[src/logic/usmc_pkg.sv]
// Package for the serial transceiver mode and interrupt-enable block.
// Assumes one 200 MHz system clock and a 32-bit register port.
package usmc_pkg;

   // ******************************
   // Register offsets (byte addresses)
   // ******************************
   localparam logic [7:0] USMC_OFS_CONTROL = 8'h00;
   localparam logic [7:0] USMC_OFS_MODE = 8'h04;
   localparam logic [7:0] USMC_OFS_IRQ_SET = 8'h08;
   localparam logic [7:0] USMC_OFS_IRQ_CLR = 8'h0C;
   localparam logic [7:0] USMC_OFS_IRQ_MASK = 8'h10;
   localparam logic [7:0] USMC_OFS_STATUS = 8'h14;

   // ******************************
   // Control register bits
   // ******************************
   localparam int USMC_CR_RST_ITER = 10;
   localparam int USMC_CR_RTS_ASSERT = 18;
   localparam int USMC_CR_RTS_RELEASE = 19;

   // ******************************
   // Mode register fields
   // ******************************
   localparam int USMC_MR_MODE_LSB = 0;
   localparam int USMC_MR_CLKS_LSB = 4;
   localparam int USMC_MR_CHAR_LENGTH_SEL_LSB = 6;
   localparam int USMC_MR_SYNC = 8;
   localparam int USMC_MR_PAR_LSB = 9;
   localparam int USMC_MR_STOP_LSB = 12;
   localparam int USMC_MR_LOOP_LSB = 14;
   localparam int USMC_MR_BIT_ORDER_SEL = 16;
   localparam int USMC_MR_NINE = 17;
   localparam int USMC_MR_SERIAL_CLOCK_DRIVE_EN = 18;
   localparam int USMC_MR_OVER = 19;
   localparam int USMC_MR_SUPPRESS_NEGATIVE_ACK = 20;
   localparam int USMC_MR_LIMIT_SUCCESSIVE_NEGACK = 21;
   localparam int USMC_MR_ITER_LSB = 24;
   localparam int USMC_MR_FILTER = 28;
   localparam logic [31:0] USMC_MR_WRITABLE = 32'h173F_FFFF;
   localparam logic [31:0] USMC_MR_RESET = 32'h0000_0000;

   // ******************************
   // Interrupt source bits
   // ******************************
   localparam int USMC_IRQ_ITERATION = 10;
   localparam int USMC_IRQ_CHANGE_LSB = 16;
   localparam logic [31:0] USMC_IRQ_VALID = 32'h000F_3FFF;
   localparam int USMC_PIN_IMAGE_LSB = 20;

   // ******************************
   // Timing and codes
   // ******************************
   localparam int USMC_CLK_MHZ = 200;
   localparam int USMC_MCK_DIV = 8;
   localparam logic [3:0] USMC_OVS_16 = 4'hF;
   localparam logic [3:0] USMC_OVS_8 = 4'h7;
   localparam logic [3:0] USMC_LEN_BASE = 4'h5;
   localparam logic [3:0] USMC_LEN_NINE = 4'h9;
   localparam logic RTS_RESET = 1'b0;

   typedef enum logic [3:0] {
      USMC_MODE_NORMAL = 4'h0, USMC_MODE_RS485 = 4'h1, USMC_MODE_HANDSHAKE = 4'h2,
      USMC_MODE_MODEM = 4'h3, USMC_MODE_CARD_T0 = 4'h4, USMC_MODE_CARD_T1 = 4'h6,
      USMC_MODE_INFRARED = 4'h8
   } usmc_mode_e;

   typedef enum logic [1:0] {
      USMC_CLK_MASTER = 2'h0, USMC_CLK_DIV8 = 2'h1, USMC_CLK_EXT = 2'h3
   } usmc_clk_e;

   typedef enum logic [1:0] {
      USMC_LOOP_NORMAL = 2'h0, USMC_LOOP_ECHO = 2'h1, USMC_LOOP_LOCAL = 2'h2, USMC_LOOP_REMOTE = 2'h3
   } usmc_loop_e;

   typedef enum logic [2:0] {
      USMC_PAR_EVEN, USMC_PAR_ODD, USMC_PAR_SPACE, USMC_PAR_MARK, USMC_PAR_NONE, USMC_PAR_MULTIDROP
   } usmc_par_e;

   // Decoded configuration handed to the shifters
   typedef struct packed {
      usmc_mode_e mode;
      logic mode_valid;
      usmc_clk_e clock_source_sel;
      logic clock_valid;
      logic [3:0] char_bits;
      logic sync_mode;
      usmc_par_e check_bit_kind;
      logic [2:0] stop_half_bits;
      logic stop_valid;
      usmc_loop_e channel_loop_sel;
      logic bit_order_sel;
      logic oversample_8x;
      logic suppress_negative_ack;
      logic limit_successive_negack;
      logic [2:0] max_iteration;
      logic rx_filter_en;
   } usmc_cfg_s;

endpackage

[src/logic/usmc_core.sv]
// Mode decode, loopback routing, negative-acknowledge control and interrupt enables
// of a multi-mode serial transceiver. Assumes the shifters, baud generator and
// status sources live outside and that all pins are synchronous to clk_sys.
`timescale 1ns/1ps

// Function
// - Writing one to the release bit drives request-to-send high; zero leaves it.
// - Decode four-bit operating mode; codes other than listed are reserved.
// - Clock source master, master/8 or external; drive serial clock only when enabled, not external.
// - Character length 5 to 8 bits from field; nine-bit override forces 9.
// - Sync bit zero means asynchronous, one means clocked synchronous.
// - Decode parity field: even, odd, space, mark, none, multidrop.
// - Stop bits 1, 1.5 (async only) or 2; code 11 reserved.
// - Echo mode routes receive pin to transmit pin, receiver still fed.
// - Local loopback connects transmitter output to receiver input internally.
// - Remote loopback connects receive pin to transmit pin; code 00 is normal.
// - Local loopback ignores receive pin, holds transmit high; remote disables shifters.
// - Bit order control selects LSB first or MSB first, both directions.
// - Inhibit bit set suppresses every negative acknowledge.
// - Without limiting, send negative acknowledge on every parity error unless inhibited.
// - With limiting, count successive parity errors, stop at limit, raise flag.
// - Repetition limit field gives maximum retransmissions for card protocol T=0.
// - Infrared filter takes two-of-three majority at sample ticks (sixteenth-bit, or eighth-bit with 8x oversampling).
// - Enable-set bits 0 to 13 enable the listed status sources.
// - Enable bits 16 to 19 enable the input-change interrupts; others unused.
// - Write-only clear register disables sources at the same positions.
// - Read-only mask register shows which sources are enabled.
module usmc_core import usmc_pkg::*; #(
   parameter int CHAR_MAX = 9
) (
   input wire logic clk_sys,
   input wire logic sys_rst,
   input wire logic [7:0] reg_addr,
   input wire logic [31:0] reg_wdata,
   input wire logic reg_wr,
   input wire logic reg_rd,
   output logic [31:0] reg_rdata,
   input wire logic [13:0] src_flags,
   input wire logic [3:0] modem_pins,
   input wire logic sample_tick,
   input wire logic rx_char_done,
   input wire logic rx_parity_err,
   input wire logic [CHAR_MAX-1:0] tx_word,
   input wire logic [CHAR_MAX-1:0] rx_shift_word,
   input wire logic tx_core_bit,
   input wire logic rxd_pin,
   input wire logic sck_in,
   output logic sck_out,
   output logic sck_oe,
   output logic txd_pin,
   output logic rx_core_bit,
   output logic rts_pin,
   output usmc_cfg_s cfg,
   output logic clk_sel_tick,
   output logic bit_tick,
   output logic shifters_enable,
   output logic [CHAR_MAX-1:0] tx_word_ordered,
   output logic [CHAR_MAX-1:0] rx_word_ordered,
   output logic nack_send,
   output logic irq
);

   // Elaboration check: the bit reorder serves characters of up to nine bits in a nine-bit word
   if (CHAR_MAX != 9) begin : g_bad_width
      $error("usmc_core: CHAR_MAX must be 9");
   end

   // ******************************
   // Register state
   // ******************************
   logic [31:0] mode_config;
   logic [31:0] irq_mask;
   logic [3:0] change_flags;
   logic [3:0] pins_last;
   logic iteration_flag;
   logic [2:0] err_count;
   logic [31:0] status_word;
   logic [31:0] next_rdata;
   logic wr_mode;
   logic wr_ctrl;
   logic wr_set;
   logic wr_clr;
   logic rd_status;

   assign wr_ctrl = reg_wr && (reg_addr == USMC_OFS_CONTROL);
   assign wr_mode = reg_wr && (reg_addr == USMC_OFS_MODE);
   assign wr_set = reg_wr && (reg_addr == USMC_OFS_IRQ_SET);
   assign wr_clr = reg_wr && (reg_addr == USMC_OFS_IRQ_CLR);
   assign rd_status = reg_rd && (reg_addr == USMC_OFS_STATUS);

   // Mode register, reserved bits never stored so they read zero
   always_ff @(posedge clk_sys) begin
      if (sys_rst) begin
         mode_config <= USMC_MR_RESET;
      end else if (wr_mode) begin
         mode_config <= reg_wdata & USMC_MR_WRITABLE;
      end
   end

   // Request-to-send pin; release beats assert when both written at once
   always_ff @(posedge clk_sys) begin
      if (sys_rst) begin
         rts_pin <= RTS_RESET;
      end else if (wr_ctrl && reg_wdata[USMC_CR_RTS_RELEASE]) begin
         rts_pin <= 1'b1;
      end else if (wr_ctrl && reg_wdata[USMC_CR_RTS_ASSERT]) begin
         rts_pin <= 1'b0;
      end
   end

   // Interrupt mask: set and clear registers share positions, unused bits stay zero
   always_ff @(posedge clk_sys) begin
      if (sys_rst) begin
         irq_mask <= '0;
      end else if (wr_set) begin
         irq_mask <= irq_mask | (reg_wdata & USMC_IRQ_VALID);
      end else if (wr_clr) begin
         irq_mask <= irq_mask & ~(reg_wdata & USMC_IRQ_VALID);
      end
   end

   // ******************************
   // Mode decode
   // ******************************
   logic [3:0] mode_field;
   logic [1:0] char_length_sel_field;
   logic [2:0] par_field;
   logic [1:0] stop_field;

   assign mode_field = mode_config[USMC_MR_MODE_LSB +: 4];
   assign char_length_sel_field = mode_config[USMC_MR_CHAR_LENGTH_SEL_LSB +: 2];
   assign par_field = mode_config[USMC_MR_PAR_LSB +: 3];
   assign stop_field = mode_config[USMC_MR_STOP_LSB +: 2];

   // Reserved mode and stop codes fall back to safe settings, the reserved clock code passes through; each drives its valid bit low
   always_comb begin
      cfg.mode = USMC_MODE_NORMAL;
      cfg.mode_valid = 1'b1;
      case (mode_field)
         4'h0: cfg.mode = USMC_MODE_NORMAL;
         4'h1: cfg.mode = USMC_MODE_RS485;
         4'h2: cfg.mode = USMC_MODE_HANDSHAKE;
         4'h3: cfg.mode = USMC_MODE_MODEM;
         4'h4: cfg.mode = USMC_MODE_CARD_T0;
         4'h6: cfg.mode = USMC_MODE_CARD_T1;
         4'h8: cfg.mode = USMC_MODE_INFRARED;
         default: cfg.mode_valid = 1'b0;
      endcase
      cfg.clock_source_sel = usmc_clk_e'(mode_config[USMC_MR_CLKS_LSB +: 2]);
      cfg.clock_valid = (mode_config[USMC_MR_CLKS_LSB +: 2] != 2'h2);
      if (mode_config[USMC_MR_NINE]) begin
         cfg.char_bits = USMC_LEN_NINE;
      end else begin
         cfg.char_bits = USMC_LEN_BASE + {2'b00, char_length_sel_field};
      end
      cfg.sync_mode = mode_config[USMC_MR_SYNC];
      case (par_field)
         3'b000: cfg.check_bit_kind = USMC_PAR_EVEN;
         3'b001: cfg.check_bit_kind = USMC_PAR_ODD;
         3'b010: cfg.check_bit_kind = USMC_PAR_SPACE;
         3'b011: cfg.check_bit_kind = USMC_PAR_MARK;
         3'b100, 3'b101: cfg.check_bit_kind = USMC_PAR_NONE;
         default: cfg.check_bit_kind = USMC_PAR_MULTIDROP;
      endcase
      // Stop length in half bits; reserved codes fall back to one stop bit
      cfg.stop_valid = 1'b1;
      case (stop_field)
         2'b00: cfg.stop_half_bits = 3'd2;
         2'b01: begin
            cfg.stop_half_bits = mode_config[USMC_MR_SYNC] ? 3'd2 : 3'd3;
            cfg.stop_valid = !mode_config[USMC_MR_SYNC];
         end
         2'b10: cfg.stop_half_bits = 3'd4;
         default: begin
            cfg.stop_half_bits = 3'd2;
            cfg.stop_valid = 1'b0;
         end
      endcase
      cfg.channel_loop_sel = usmc_loop_e'(mode_config[USMC_MR_LOOP_LSB +: 2]);
      cfg.bit_order_sel = mode_config[USMC_MR_BIT_ORDER_SEL];
      cfg.oversample_8x = mode_config[USMC_MR_OVER];
      cfg.suppress_negative_ack = mode_config[USMC_MR_SUPPRESS_NEGATIVE_ACK];
      cfg.limit_successive_negack = mode_config[USMC_MR_LIMIT_SUCCESSIVE_NEGACK];
      cfg.max_iteration = mode_config[USMC_MR_ITER_LSB +: 3];
      cfg.rx_filter_en = mode_config[USMC_MR_FILTER];
   end

   // ******************************
   // Clock source and serial clock output
   // ******************************
   logic [2:0] div_count;
   logic div_tick;
   logic sck_last;
   logic sck_toggle;

   // Master clock divided by eight as a one-cycle enable
   always_ff @(posedge clk_sys) begin
      if (sys_rst) begin
         div_count <= '0;
      end else begin
         div_count <= div_count + 3'd1;
      end
   end
   assign div_tick = (div_count == 3'(USMC_MCK_DIV - 1));

   // External clock pin edge; pin is taken as already synchronous
   always_ff @(posedge clk_sys) begin
      if (sys_rst) begin
         sck_last <= 1'b0;
      end else begin
         sck_last <= sck_in;
      end
   end

   always_comb begin
      case (cfg.clock_source_sel)
         USMC_CLK_MASTER: clk_sel_tick = 1'b1;
         USMC_CLK_DIV8: clk_sel_tick = div_tick;
         USMC_CLK_EXT: clk_sel_tick = sck_in && !sck_last;
         default: clk_sel_tick = 1'b0;
      endcase
   end

   // Serial clock out toggles on the selected rate; never drives in external mode
   always_ff @(posedge clk_sys) begin
      if (sys_rst) begin
         sck_toggle <= 1'b0;
         sck_oe <= 1'b0;
      end else begin
         if (clk_sel_tick) begin
            sck_toggle <= !sck_toggle;
         end
         sck_oe <= mode_config[USMC_MR_SERIAL_CLOCK_DRIVE_EN] && (cfg.clock_source_sel != USMC_CLK_EXT);
      end
   end
   assign sck_out = sck_toggle;

   // ******************************
   // Oversampling and receive filter
   // ******************************
   logic [3:0] ovs_count;
   logic [2:0] rx_hist;
   logic rx_filtered;

   // Bit tick every 16 or 8 sample ticks
   always_ff @(posedge clk_sys) begin
      if (sys_rst) begin
         ovs_count <= '0;
      end else if (sample_tick) begin
         if (ovs_count >= (cfg.oversample_8x ? USMC_OVS_8 : USMC_OVS_16)) begin
            ovs_count <= '0;
         end else begin
            ovs_count <= ovs_count + 4'd1;
         end
      end
   end
   assign bit_tick = sample_tick && (ovs_count >= (cfg.oversample_8x ? USMC_OVS_8 : USMC_OVS_16));

   // Three-sample history taken on each sample tick (a sixteenth or an eighth of a bit); idle line is high
   always_ff @(posedge clk_sys) begin
      if (sys_rst) begin
         rx_hist <= 3'b111;
      end else if (sample_tick) begin
         rx_hist <= {rx_hist[1:0], rxd_pin};
      end
   end

   // Majority of three rejects single-sample glitches at the cost of latency
   assign rx_filtered = cfg.rx_filter_en ?
      ((rx_hist[0] & rx_hist[1]) | (rx_hist[1] & rx_hist[2]) | (rx_hist[0] & rx_hist[2])) : rxd_pin;

   // ******************************
   // Channel loop routing
   // ******************************
   // Registered pin paths: one clk_sys of delay is far below any bit time
   always_ff @(posedge clk_sys) begin
      if (sys_rst) begin
         txd_pin <= 1'b1;
         rx_core_bit <= 1'b1;
      end else begin
         case (cfg.channel_loop_sel)
            USMC_LOOP_ECHO: begin
               txd_pin <= rxd_pin;
               rx_core_bit <= rx_filtered;
            end
            USMC_LOOP_LOCAL: begin
               txd_pin <= 1'b1;
               rx_core_bit <= tx_core_bit;
            end
            USMC_LOOP_REMOTE: begin
               txd_pin <= rxd_pin;
               rx_core_bit <= 1'b1;
            end
            default: begin
               txd_pin <= tx_core_bit;
               rx_core_bit <= rx_filtered;
            end
         endcase
      end
   end

   // Shifters idle in remote loopback
   assign shifters_enable = (cfg.channel_loop_sel != USMC_LOOP_REMOTE);

   // ******************************
   // Bit order
   // ******************************
   // Reverse only the live character bits so MSB-first shifts out of bit 0
   function automatic logic [CHAR_MAX-1:0] usmc_order(input logic [CHAR_MAX-1:0] w,
                                                        input logic [3:0] len, input logic msb);
      logic [CHAR_MAX-1:0] r;
      r = '0;
      for (int i = 0; i < CHAR_MAX; i++) begin
         if (4'(i) < len) begin
            r[i] = msb ? w[len - 4'(i) - 4'd1] : w[i];
         end
      end
      return r;
   endfunction

   always_ff @(posedge clk_sys) begin
      if (sys_rst) begin
         tx_word_ordered <= '0;
         rx_word_ordered <= '0;
      end else begin
         tx_word_ordered <= usmc_order(tx_word, cfg.char_bits, cfg.bit_order_sel);
         rx_word_ordered <= usmc_order(rx_shift_word, cfg.char_bits, cfg.bit_order_sel);
      end
   end

   // ******************************
   // Negative acknowledge
   // ******************************
   logic limit_hit;
   logic rst_iter;

   assign limit_hit = (err_count >= cfg.max_iteration);
   assign rst_iter = wr_ctrl && reg_wdata[USMC_CR_RST_ITER];

   // Successive parity errors count up; a clean character restarts the run
   always_ff @(posedge clk_sys) begin
      if (sys_rst) begin
         err_count <= '0;
         nack_send <= 1'b0;
      end else begin
         nack_send <= 1'b0;
         if (rx_char_done && !rx_parity_err) begin
            err_count <= '0;
         end else if (rx_char_done && rx_parity_err) begin
            if (!cfg.limit_successive_negack) begin
               nack_send <= !cfg.suppress_negative_ack;
            end else if (!limit_hit) begin
               err_count <= err_count + 3'd1;
               nack_send <= !cfg.suppress_negative_ack;
            end
         end
      end
   end

   // Limit flag sticky; a new hit wins over a simultaneous reset command
   always_ff @(posedge clk_sys) begin
      if (sys_rst) begin
         iteration_flag <= 1'b0;
      end else if (rx_char_done && rx_parity_err && cfg.limit_successive_negack && limit_hit) begin
         iteration_flag <= 1'b1;
      end else if (rst_iter) begin
         iteration_flag <= 1'b0;
      end
   end

   // ******************************
   // Modem input changes and status
   // ******************************
   // One generate per pin: change sets the flag, status read clears it, set wins
   for (genvar g = 0; g < 4; g++) begin : g_change
      always_ff @(posedge clk_sys) begin
         if (sys_rst) begin
            change_flags[g] <= 1'b0;
         end else if (modem_pins[g] != pins_last[g]) begin
            change_flags[g] <= 1'b1;
         end else if (rd_status) begin
            change_flags[g] <= 1'b0;
         end
      end
   end

   always_ff @(posedge clk_sys) begin
      if (sys_rst) begin
         pins_last <= '0;
      end else begin
         pins_last <= modem_pins;
      end
   end

   always_comb begin
      status_word = '0;
      status_word[13:0] = src_flags;
      status_word[USMC_IRQ_ITERATION] = iteration_flag;
      status_word[USMC_IRQ_CHANGE_LSB +: 4] = change_flags;
      status_word[USMC_PIN_IMAGE_LSB +: 4] = modem_pins;
   end

   // Any enabled source raises the line; pin images carry no mask bit
   always_ff @(posedge clk_sys) begin
      if (sys_rst) begin
         irq <= 1'b0;
      end else begin
         irq <= |(status_word & irq_mask & USMC_IRQ_VALID);
      end
   end

   // ******************************
   // Read port
   // ******************************
   // Write-only and unmapped offsets read zero
   always_comb begin
      next_rdata = '0;
      case (reg_addr)
         USMC_OFS_MODE: next_rdata = mode_config;
         USMC_OFS_IRQ_MASK: next_rdata = irq_mask;
         USMC_OFS_STATUS: next_rdata = status_word;
         default: next_rdata = '0;
      endcase
   end

   always_ff @(posedge clk_sys) begin
      if (sys_rst) begin
         reg_rdata <= '0;
      end else if (reg_rd) begin
         reg_rdata <= next_rdata;
      end else begin
         reg_rdata <= '0;
      end
   end

endmodule

[config.mk]
export PLATFORM = sky130hd
export DESIGN_NAME = usmc_core
export DESIGN_NICKNAME = d
export VERILOG_FILES = /design/src/logic/usmc_pkg.sv /design/src/logic/usmc_core.sv
export SDC_FILE = /design/constraint.sdc
export NUM_CORES = 1
export LEC_CHECK = 0
export BUFFER_PORTS_ARGS = -buffer_cell sky130_fd_sc_hd__buf_2
export CAP_MARGIN = 5
export CORE_ASPECT_RATIO = 1.25
export CORE_MARGIN = 5
export CORE_UTILIZATION = 40
export DETAILED_ROUTE_END_ITERATION = 8
export GPL_ROUTABILITY_DRIVEN = 0
export HOLD_SLACK_MARGIN = 0.02
export PLACE_DENSITY = 0.64
export SLEW_MARGIN = 5
export SYNTH_ARGS = -nofsm -noshare
export SYNTH_HDL_FRONTEND = slang
export SYNTH_SLANG_ARGS = --single-unit
[constraint.sdc]
create_clock -name clk_sys -period 5.8 [get_ports clk_sys]
set_input_delay 0.87 -clock clk_sys [delete_from_list [all_inputs] [get_ports clk_sys]]
set_output_delay 0.87 -clock clk_sys [all_outputs]
set_load 0.02 [all_outputs]
==> flow_summary_export.csv <==
group,metric,value,unit
run_status,status,"finished clean",
timing,finClkSkew,0.00650,ns
critical_path,cp-end-kind,"register",
critical_path,path_class,"reg -> reg",
placement,placed_area,6830,µm²
cells_and_area,fin_area,7430,µm²
timing,fmax,291,MHz
floorplanning,start_util,0.406,
drt,dr.pass1.iters,5,
logic_synthesis,syn_inst,684,
cells_and_area,syn_to_final_growth,22.9,%
logic_synthesis,synth_simple_gate_area_frac,0.175,
logic_synthesis,seq_area_frac_synth,0.397,
worst_hold_path,hold_depth,1,
timing,tightest_slew,0.900,ns
cells_and_area,fill_cells,1450,
logic_synthesis,synth_compound_area_frac,0.194,
logic_synthesis,ys_types,62,
timing,maxSlewHeadroom,0.400,
logic_synthesis,synth_mux_area_frac,0.118,
flow_run,cap_viol_max_count,0,
drt,wire_per_inst,17.7,µm
clock_tree,worst_skew_pair.late_latency,0.42,ns
logic_synthesis,synthArstFlopShare,0,
critical_path,arrival,3.74,ns
drt,wirelength,17800,µm
floorplanning,core-area,14900,µm²
logic_synthesis,yosysWarnings,0,
drt,ant_nets,0,
critical_path,worst_setup_path_start_kind,"register",
timing,period_share,0.593,
cells_and_area,regArea,2400,µm²
critical_path,worstPathRequired,6.10,ns
critical_path,r2r_cells,8,
clock_tree,path_clk_slew,0.06,ns
cells_and_area,multiInputGateArea,3240,µm²
clock_tree,clockRootBuffer,"clkbuf_16",
floorplanning,io_pins,176,
global_routing,grt_pass1_vias,5279,
drt,drtIter0Drc,334,
logic_synthesis,synth_top_family_by_area,"compound AO/OA/AOI/OAI gates",
critical_path,path_max_fanout,20,
cells_and_area,finalNonFillerCells,1010,
logic_synthesis,syn_area_per_cell,8.84,µm²
timing,setup_viol,0,
logic_synthesis,synthAdderAreaFrac,0.0348,
cells_and_area,drive_above_1_share,0.277,
timing,hold_viol,0,
logic_synthesis,ys.flop_type,"dfxtp_1",
clock_tree,cts_inserted_buffers,17,
clock_tree,cts_setup_buffers,0,
timing,fin_hold_ws,0.426,ns
logic_synthesis,ys_ff_latch,120,
cells_and_area,nets,917,
placement,dp_hpwl,12900,µm
pwr,p_leak,3.07,nW
floorplanning,fp.dieW,120,µm
timing,final_max_slew_viol_count,0,
pwr,ir_drop,0.164,mV
clock_tree,clock-sinks,120,
floorplanning,rows,50,
placement,portBuffers,164,
cells_and_area,layout_common_cells,"buf_2, dfxtp_1, nand2_1, a21oi_1, nor2_1",
drt,vias_per_cell,5.47,
clock_tree,cts_tree,"built",
logic_synthesis,synth_xor_area_frac,0.0116,
cells_and_area,diodes,0,
global_routing,track_usage,0.202,
logic_synthesis,netlist_area,6050,µm²
clock_tree,clk_path_buf_depth,2,
logic_synthesis,synth_edf_count,0,
floorplanning,dieHeight,147,µm
global_routing,grt_pass1_wl,28000,µm
timing,finalSetupTns,0,ns
global_routing,grt-ovfl-total,0,
placement,placed_cells,978,
clock_tree,cts_max_level,4,
timing,rsz0062_at_grt,"no",
clock_tree,postCtsHoldBufs,0,
drt,route.vias.total,5523,
clock_tree,cts_resized,0,
floorplanning,die-area,17700,µm²
cells_and_area,final_common_cell,"buf_2",
global_routing,grt_start_max_net_pins,62,
pwr,p_per_area,276,nW/µm²
drt,drc,0,
global_routing,antenna_found_initial,1,
timing,period_needed,3.44,ns
worst_hold_path,hp-class,"reg -> reg",
synth_stat cells, types with 7 or more instances:
cell      count  area (µm²)
nor3_1        9        45.0
and2_1        9        56.3
nand2_1      78         293
ha_1         16         200
buf_4        19         143
mux4_2       11         248
a311oi_1     20         175
nor2_1       57         214
nand2b_1     10        62.6
a211oi_1      8        60.1
buf_2        12        60.1
a22oi_1       8        60.1
nor2b_1      20         125
a21oi_1      78         390
inv_1        20        75.1
mux2i_1      41         410
o21ai_0      25         125
dfxtp_1     120        2400
clkbuf_1     24        90.1
a22o_1        7        61.3
metal layers:
layer / wire length [µm] / up-vias / track usage
met5: 7 / - / 0
met4: 517 / 2 / 0.0871
met3: 1370 / 43 / 0.0654
met2: 8550 / 221 / 0.328
met1: 7390 / 2564 / 0.245
li1: - / 2693 / -
cell families after synthesis:
family                   after synthesis
AND/OR/NAND/NOR                      214
AO/OA/AOI/OAI                        183
flip-flops                           120
buffers and inverters                 84
multiplexers                          57
adder cells (fa/ha/maj)               17
XOR/XNOR                               8
other                                  1
path summary, 6_finish.rpt:
kind,end,slack [ns],from
worst min register to register,div_count[0],0.43,div_count[0]
worst max register to register,rx_word_ordered[1],2.36,mode_config[6]
worst max-delay path,rx_word_ordered[1],2.36,mode_config[6]
worst min-delay path,div_count[0],0.43,div_count[0]
area by class of cell:
| cell class | count | area share |
|---|---|---|
| Timing Repair Buffer | 172 | 0.119 |
| Multi-Input combinational cell | 483 | 0.436 |
| Clock buffer | 17 | 0.0573 |
| Tap cell | 182 | 0.0306 |
| Clock inverter | 15 | 0.0237 |
| Inverter | 21 | 0.0106 |
| Sequential cell | 120 | 0.323 |
where the power goes:
part / total [mW] / switching (mW) / internal, mW / leakage (nW)
logic: 0.137 / 0.0828 / 0.0545 / 1.80
registers: 0.846 / 0.00785 / 0.839 / 0.974
clock network: 1.07 / 0.395 / 0.675 / 0.289
worst max-delay path, cell delays in order (launching register included):
cell	delay (ns)
dfxtp_1	0.78
nor2b_1	0.60
buf_4	0.30
nand2b_1	0.08
ha_1	0.45
xor2_1	0.46
mux4_2	0.29
mux2i_1	0.06
o31ai_1	0.29
stage by stage:
step	total power [mW]	worst slack (ns)	utilization
3_3_place_gp	1.00	2.40	0.459
5_1_grt	2.13	2.09	0.499
2_1_floorplan	0.934	3.03	-
4_1_cts	2.07	2.35	0.499
6_report	2.05	2.36	0.499
3_5_place_dp	1.00	2.39	0.459
(Power assumes the default switching activity.)
